[config.mk]
export PLATFORM = sky130hd
export DESIGN_NAME = error_history_stack
export DESIGN_NICKNAME = d
export VERILOG_FILES = /design/src/include/error_history_pkg.sv /design/src/include/slot_mem_if.sv /design/src/rtl/error_history_stack.sv /design/src/rtl/slot_memory.sv
export SDC_FILE = /design/constraint.sdc
export NUM_CORES = 1
export LEC_CHECK = 0
export BUFFER_PORTS_ARGS = -buffer_cell sky130_fd_sc_hd__buf_2
export CORE_AREA = 2 2 196 198
export CTS_BUF_LIST = sky130_fd_sc_hd__clkbuf_4 sky130_fd_sc_hd__clkbuf_8
export CTS_CLUSTER_DIAMETER = 100
export DETAILED_ROUTE_END_ITERATION = 7
export DIE_AREA = 0 0 198 200
export GPL_TIMING_DRIVEN = 0
export SLEW_MARGIN = 10
export SYNTH_ARGS = -nofsm -noshare
export SYNTH_HDL_FRONTEND = slang
export SYNTH_SLANG_ARGS = --single-unit
[constraint.sdc]
create_clock -name clock -period 23.7 [get_ports clock]
set_input_delay 2.37 -clock clock [delete_from_list [all_inputs] [get_ports clock]]
set_output_delay 2.37 -clock clock [all_outputs]
set_load 0.01 [all_outputs]
[src/include/error_history_pkg.sv]
// Constants, field layout and answer codes of the error history stack.
// Assumes a single clock domain; shared by the stack and its slot memory.
package error_history_pkg;

    // ------------------------------------------------------------------
    // Geometry
    // ------------------------------------------------------------------
    localparam int SLOT_COUNT = 8;
    localparam int PTR_W      = 3;
    localparam int CNT_W      = 4;
    localparam int WORD_W     = 32;

    // ------------------------------------------------------------------
    // Subindices
    // ------------------------------------------------------------------
    localparam logic [7:0] SUBIDX_COUNT = 8'h00;
    localparam logic [7:0] SUBIDX_FIRST = 8'h01;
    localparam logic [7:0] SUBIDX_SIX   = 8'h06;
    localparam logic [7:0] SUBIDX_SEVEN = 8'h07;
    localparam logic [7:0] SUBIDX_EIGHT = 8'h08;

    // ------------------------------------------------------------------
    // Error word layout
    // ------------------------------------------------------------------
    localparam int NUMBER_LSB = 0;
    localparam int CLASS_LSB  = 8;
    localparam int CODE_LSB   = 16;
    localparam logic [15:0] ERR_CODE_GENERAL = 16'h1000;

    // ------------------------------------------------------------------
    // Reset values and count ceiling
    // ------------------------------------------------------------------
    localparam logic [WORD_W-1:0] SLOT_RESET  = 32'h0000_0000;
    localparam logic [CNT_W-1:0]  COUNT_RESET = 4'h0;
    localparam logic [PTR_W-1:0]  PTR_RESET   = 3'h0;
    localparam logic [CNT_W-1:0]  COUNT_MAX   = 4'h8;

    // ------------------------------------------------------------------
    // Abort codes
    // ------------------------------------------------------------------
    localparam logic [31:0] ABORT_NO_DATA   = 32'h0800_0024;
    localparam logic [31:0] ABORT_READ_ONLY = 32'h0601_0002;
    localparam logic [31:0] ABORT_BAD_VALUE = 32'h0609_0030;
    localparam logic [31:0] ABORT_NO_SUBIDX = 32'h0609_0011;
    localparam logic [31:0] ABORT_NONE      = 32'h0000_0000;

    typedef enum logic [1:0] {
        ST_IDLE,
        ST_FETCH
    } answer_state_e;

endpackage

[src/include/slot_mem_if.sv]
// Carrier between the stack controller and its slot memory.
// Assumes one clock; read data arrive one cycle after rd_en.
`timescale 1ns/1ps
interface slot_mem_if;
    import error_history_pkg::*;
    logic              wr_en;
    logic [PTR_W-1:0]  wr_addr;
    logic [WORD_W-1:0] wr_data;
    logic              rd_en;
    logic [PTR_W-1:0]  rd_addr;
    logic [WORD_W-1:0] rd_data;

    modport ctrl (output wr_en, wr_addr, wr_data, rd_en, rd_addr, input rd_data);
    modport mem  (input wr_en, wr_addr, wr_data, rd_en, rd_addr, output rd_data);
endinterface

[src/rtl/error_history_stack.sv]
// Error history stack: eight error words, newest first, plus a count.
// Assumes requests and error events are synchronous to clock.
`timescale 1ns/1ps

module error_history_stack
    import error_history_pkg::*;
(
    input  wire logic        clock,
    input  wire logic        arst_n,
    input  wire logic        err_valid,
    input  wire logic [7:0]  err_number,
    input  wire logic [15:0] err_code,
    input  wire logic [7:0]  err_class_obj,
    input  wire logic        req_valid,
    output logic             req_ready,
    input  wire logic        req_write,
    input  wire logic [7:0]  req_subindex,
    input  wire logic [31:0] req_wdata,
    output logic             rsp_valid,
    output logic             rsp_abort,
    output logic [31:0]      rsp_data,
    output logic [31:0]      rsp_abort_code,
    output logic [CNT_W-1:0] err_count
);

    // ------------------------------------------------------------------
    // Reset release
    // ------------------------------------------------------------------
    logic rst_meta_q;
    logic rst_n_q;

    always_ff @(posedge clock or negedge arst_n)
    begin
        if (!arst_n)
        begin
            rst_meta_q <= 1'b0;
            rst_n_q    <= 1'b0;
        end
        else
        begin
            rst_meta_q <= 1'b1;
            rst_n_q    <= rst_meta_q;
        end
    end

    // ------------------------------------------------------------------
    // Slot memory
    // ------------------------------------------------------------------
    slot_mem_if mem_bus ();

    slot_memory u_mem (
        .clock (clock),
        .rst_n (rst_n_q),
        .port  (mem_bus.mem)
    );

    // Memory location of history slot k, newest one behind the write pointer
    function automatic logic [PTR_W-1:0] slot_addr(input logic [PTR_W-1:0] wp,
                                                   input logic [7:0]       sub);
        return PTR_W'(wp - sub[PTR_W:0]);
    endfunction

    // A write of zero to the count is the only write that is accepted
    function automatic logic is_zero(input logic [WORD_W-1:0] w);
        return (w == '0);
    endfunction

    // ------------------------------------------------------------------
    // Request decode
    // ------------------------------------------------------------------
    answer_state_e     state_q;
    logic [PTR_W-1:0]  wp_q;
    logic [CNT_W-1:0]  count_q;
    logic              take;
    logic              is_slot;
    logic              clear_req;
    logic              slot_live;
    logic              live_q;

    assign req_ready = (state_q == ST_IDLE);
    assign take      = req_valid && req_ready;
    assign is_slot   = (req_subindex >= SUBIDX_FIRST) && (req_subindex <= SUBIDX_EIGHT);
    assign clear_req = take && req_write && (req_subindex == SUBIDX_COUNT)
                       && is_zero(req_wdata);
    assign slot_live = ({4'h0, count_q} >= req_subindex);
    assign err_count = count_q;

    // ------------------------------------------------------------------
    // Push of a new error word
    // ------------------------------------------------------------------
    always_comb
    begin
        mem_bus.wr_en   = err_valid;
        mem_bus.wr_addr = wp_q;
        mem_bus.wr_data = {err_code,
                           err_class_obj,
                           err_number};
        mem_bus.rd_en   = take && !req_write && is_slot && (count_q != COUNT_RESET);
        mem_bus.rd_addr = slot_addr(wp_q, req_subindex);
    end

    // Advancing the pointer renumbers every slot up by one; the word
    // eight behind is overwritten and so falls off the end.
    always_ff @(posedge clock or negedge rst_n_q)
    begin
        if (!rst_n_q)
            wp_q <= PTR_RESET;
        else if (err_valid)
            wp_q <= PTR_W'(wp_q + 3'h1);
    end

    // ------------------------------------------------------------------
    // Error count; a push in the clearing cycle still counts
    // ------------------------------------------------------------------
    always_ff @(posedge clock or negedge rst_n_q)
    begin
        if (!rst_n_q)
            count_q <= COUNT_RESET;
        else if (clear_req && err_valid)
            count_q <= CNT_W'(1);
        else if (clear_req)
            count_q <= COUNT_RESET;
        else if (err_valid && count_q != COUNT_MAX)
            count_q <= CNT_W'(count_q + 4'h1);
    end

    // ------------------------------------------------------------------
    // Answer sequencing
    // ------------------------------------------------------------------
    always_ff @(posedge clock or negedge rst_n_q)
    begin
        if (!rst_n_q)
            state_q <= ST_IDLE;
        else
        begin
            unique case (state_q)
                ST_IDLE:  if (mem_bus.rd_en) state_q <= ST_FETCH;
                ST_FETCH: state_q <= ST_IDLE;
            endcase
        end
    end

    // ------------------------------------------------------------------
    // Slot liveness at the take
    // ------------------------------------------------------------------
    // Slots above the count since a restart read as zero, not as old words
    always_ff @(posedge clock or negedge rst_n_q)
    begin
        if (!rst_n_q)
            live_q <= 1'b0;
        else if (take)
            live_q <= slot_live;
    end

    always_ff @(posedge clock or negedge rst_n_q)
    begin
        if (!rst_n_q)
        begin
            rsp_valid      <= 1'b0;
            rsp_abort      <= 1'b0;
            rsp_data       <= SLOT_RESET;
            rsp_abort_code <= ABORT_NONE;
        end
        else
        begin
            rsp_valid      <= 1'b0;
            rsp_abort      <= 1'b0;
            rsp_data       <= SLOT_RESET;
            rsp_abort_code <= ABORT_NONE;
            if (state_q == ST_FETCH)
            begin
                rsp_valid <= 1'b1;
                rsp_data  <= live_q ? mem_bus.rd_data : SLOT_RESET;
            end
            else if (take && req_subindex == SUBIDX_COUNT)
            begin
                rsp_valid <= 1'b1;
                if (req_write && !is_zero(req_wdata))
                begin
                    rsp_abort      <= 1'b1;
                    rsp_abort_code <= ABORT_BAD_VALUE;
                end
                else if (!req_write)
                    rsp_data <= {28'h0000000, count_q};
            end
            else if (take && is_slot && req_write)
            begin
                rsp_valid      <= 1'b1;
                rsp_abort      <= 1'b1;
                rsp_abort_code <= ABORT_READ_ONLY;
            end
            else if (take && is_slot && count_q == COUNT_RESET)
            begin
                rsp_valid      <= 1'b1;
                rsp_abort      <= 1'b1;
                rsp_abort_code <= ABORT_NO_DATA;
            end
            else if (take && !is_slot)
            begin
                rsp_valid      <= 1'b1;
                rsp_abort      <= 1'b1;
                rsp_abort_code <= ABORT_NO_SUBIDX;
            end
        end
    end

endmodule // error_history_stack

[src/rtl/slot_memory.sv]
// Eight-word storage for the error history with registered read data.
// Assumes synchronous reset release from the stack controller.
`timescale 1ns/1ps
module slot_memory
    import error_history_pkg::*;
(
    input  wire logic clock,
    input  wire logic rst_n,
    slot_mem_if.mem   port
);

    logic [WORD_W-1:0] words_q [SLOT_COUNT];

    // ------------------------------------------------------------------
    // Storage, preset to zero
    // ------------------------------------------------------------------
    always_ff @(posedge clock or negedge rst_n)
    begin
        if (!rst_n)
        begin
            for (int i = 0; i < SLOT_COUNT; i++)
                words_q[i] <= SLOT_RESET;
        end
        else if (port.wr_en)
        begin
            words_q[port.wr_addr] <= port.wr_data;
        end
    end

    // ------------------------------------------------------------------
    // Read port, old data on a same-address write
    // ------------------------------------------------------------------
    always_ff @(posedge clock or negedge rst_n)
    begin
        if (!rst_n)
            port.rd_data <= SLOT_RESET;
        else if (port.rd_en)
            port.rd_data <= words_q[port.rd_addr];
    end

endmodule // slot_memory

==> impl_metrics.tcl <==
set metrics [dict create \
    cell_internal_pwr_mw 1.66 \
    capturing_element_type_of_the_critical_path "flop" \
    cts_tree "done" \
    number_of_failing_hold_endpoints_at_the_final_stage 0 \
    die_height_um 200 \
    critical-path-max-stage-delay_ps 670 \
    p_per_area_nw_per_um2 137 \
    finalWeightedCongestion 0.730 \
    vdd_drop_max_mv 0.0548 \
    clock_path_buffers 3 \
    drt_first_iter_violations 409 \
    finalSetupViolations 0 \
    clk_root_buffer_cell "sky130_fd_sc_hd__clkbuf_8" \
    via_per_inst 4.99 \
    drive_gt1_share_pct 51.3 \
    design.portCount 148 \
    path_clk_slew_ps 60 \
    drt-wirelength-per-cell_um 19.1 \
    area_fraction_of_the_dominant_cell_type_after_synthesis_pct 57.2 \
    clock_insertion_delay_worst_skew_ps 620 \
    drt-met1-wl_mm 15.0 \
    yosys_warnings 0 \
    top_layer "met5" \
    post-cts-setup-buffers 0 \
    timing.critical_path.mode_cell "sky130_fd_sc_hd__clkbuf_1" \
    instance_area_at_placement_sq_um 16300 \
    tightest_slew_ps 870 \
    rows 71 \
    met3_length_mm 1.32 \
    postSynthAreaPerCell_sq_um 15.3 \
    die-area_sq_um 39600 \
    grt_antenna_before_repair 3 \
    synth_seq_area_share_pct 57.2 \
    ys_types 51 \
    setup_total_negative_slack_ps 0 \
    most_common_library_cells_after_synthesis "sky130_fd_sc_hd__dfrtp_1, sky130_fd_sc_hd__mux2_2, sky130_fd_sc_hd__mux4_2" \
    seqPwrFrac_pct 40.1 \
    drt-total-wl_mm 32.9 \
    register_bit_total_from_synthesis 339 \
    drt_pre_antenna_iters 4 \
    clock_skew_ps 23.9 \
    cts.htree.levels 2 \
    drv_cap 0 \
    crit_slowest_cell "sky130_fd_sc_hd__clkbuf_1" \
    yosys.cell_count.top_type "sky130_fd_sc_hd__dfrtp_1" \
    cts-resized-gates 0 \
    worst_ep_arrival_time_ps 5320 \
    synth-edff-count 0 \
    grt_max_degree 64 \
    drv_slew 0 \
    critPathRequiredTime_ps 24170 \
    grt_first_pass_wirelength_mm 52.9 \
    area_delta_synth_final_pct 18.3 \
    power_frac_clock_pct 22.9 \
    switching_share_pct 30.9 \
    largest_cells_by_area_after_synthesis "sky130_fd_sc_hd__dfrtp_1, sky130_fd_sc_hd__mux2_2, sky130_fd_sc_hd__mux4_2" \
    min_period_ps 4850 \
    final_util_pct 46.9 \
    clkSinkCount 339 \
    dr_total_vias 8620 \
    globalRoute.totalOverflow 0 \
    synth_cells 966 \
    fmax_ghz 0.206 \
    remaining_drc_errors 0 \
    post-synth-top-area-cell "sky130_fd_sc_hd__dfrtp_1" \
    floorplan.initialDensity_pct 39.6 \
    timing.final.crit_share_pct 20.4 \
    comb_power_share_pct 37.0 \
    first_global_vias 9185 \
    synth_ff_type "sky130_fd_sc_hd__dfrtp_1" \
    postLayoutCellArea_sq_um 17500 \
    netSwitchingPower_uw 742 \
    whs_ps 353 \
    crit_type "input port to flop" \
    core_sq_um 37400 \
    synth.cell_area_sq_um 14800 \
    antenna_cells_inserted 0 \
    number_of_clock_buffers_inserted_by_tritoncts 56 \
    met2_wirelength_mm 15.7 \
    timing.hold.worst.class "flop to flop" \
    cts-hold-fix-buffers 0 \
    grt_setup_unrepaired "no" \
    groute.usage.overall_pct 17.4 \
    synthArstFlopShare_pct 100 \
    finalNetCount 1261 \
    die_width_um 198 \
    run_status "completed" \
    slew_headroom_pct 42.0 \
    place.port_buffers 125 \
    setup.worst_path.start_class "input port" \
    post-dp-hpwl_mm 21.7 \
    ant_nets 0 \
    finalPower_mw 2.40 \
    timing.critical_path.fanout_max 10 \
    ordered_cell_list_for_the_critical_path "buf_2 -> ha_1 -> inv_1 -> fa_1 -> clkbuf_1 -> clkbuf_1 -> mux4_2 -> mux2i_1 -> o21ai_0" \
    leak_nw 8.07 \
]
power by group through the flow:
stage / Clock, mW / Combinational, mW / Sequential [mW]
after global placement: 0 / 0.879 / 0.974
after detailed placement: 0 / 0.907 / 0.972
after CTS: 0.567 / 0.909 / 0.963
after global routing: 0.592 / 0.969 / 0.996
after floorplan: 0 / 0.696 / 0.937
final: 0.550 / 0.890 / 0.963
critical path: cells and delay by family:
kind / cells / cell delay, ps
buf+inv: 4 / 1420
mux: 2 / 760
fa+ha+maj: 2 / 630
compound gates: 1 / 130
cell type report:
cell class	count	area [sq um]
timing repair buffer	130	763
sequential	339	8490
clock inverter	11	105
tap	511	639
clock buffer	89	1120
fill	3328	19900
buffer	85	499
inverter	10	37.5
multi-input combinational	553	5880
per-stage QoR:
step | setup slack, ps | cells
floorplan | 13550 | 987
global placement | 9640 | 1623
detailed placement | 18200 | 1628
CTS | 18880 | 1728
global route | 18750 | 1728
finish | 18850 | 1728
flip-flops by register name (all words and copies together), names as in the netlist:
register / count
err_count: 4
live_q: 1
mem_bus.wr_addr: 3
rsp_abort: 1
rsp_abort_code: 6
rsp_data: 32
rsp_valid: 1
rst_meta_q: 1
rst_n_q: 1
state_q: 1
u_mem.port.rd_data: 32
u_mem.words_q: 256
cells by family (layout without fill, tap and decap cells):
family                   Yosys count  after routing  share of synthesized area, %
other                              2             23                        0.0507
flip-flops                       339            339                          57.2
buffers and inverters             95            325                          3.62
adder cells (fa/ha/maj)            9              9                         0.810
XOR/XNOR                           7              7                         0.464
AO/OA/AOI/OAI                     46             46                          1.81
multiplexers                     354            354                          31.5
AND/OR/NAND/NOR                  114            114                          4.49
metal layers:
metal | track usage (%) | vias up
li1 | - | 3922
met1 | 23.2 | 4469
met2 | 28.4 | 157
met3 | 3.53 | 66
met4 | 6.52 | 6
met5 | 0 | -
final timing paths:
check                                              to  depth (start not counted)  slack [ps]          startpoint
worst max-delay path            u_mem.port.rd_data[9]                          9       18850     req_subindex[0]
worst min-delay path                          rst_n_q                          0         350          rst_meta_q
worst max register to register  u_mem.port.rd_data[9]                         10       20150  mem_bus.wr_addr[0]
worst min register to register                rst_n_q                          0         350          rst_meta_q
max in group asynchronous                     rst_n_q                          1       22030              arst_n
min in group asynchronous            u_mem.words_q[7]                          0         390             rst_n_q
placed cells by master, fill, tap and decap left out, types with 9 or more instances in the layout:
cell / instances
sky130_fd_sc_hd__mux4_2: 64
sky130_fd_sc_hd__clkinv_2: 9
sky130_fd_sc_hd__buf_2: 152
sky130_fd_sc_hd__and3_1: 29
sky130_fd_sc_hd__inv_1: 9
sky130_fd_sc_hd__clkbuf_8: 72
sky130_fd_sc_hd__mux2_2: 254
sky130_fd_sc_hd__o21ai_1: 17
sky130_fd_sc_hd__clkbuf_4: 17
sky130_fd_sc_hd__buf_4: 27
sky130_fd_sc_hd__dfrtp_1: 338
sky130_fd_sc_hd__nand2_1: 40
sky130_fd_sc_hd__mux2i_1: 32
sky130_fd_sc_hd__nor4_1: 9
sky130_fd_sc_hd__o21ai_0: 15
sky130_fd_sc_hd__clkbuf_1: 25
sky130_fd_sc_hd__conb_1: 23
No activity file was read; power rests on OpenSTA's default activity.
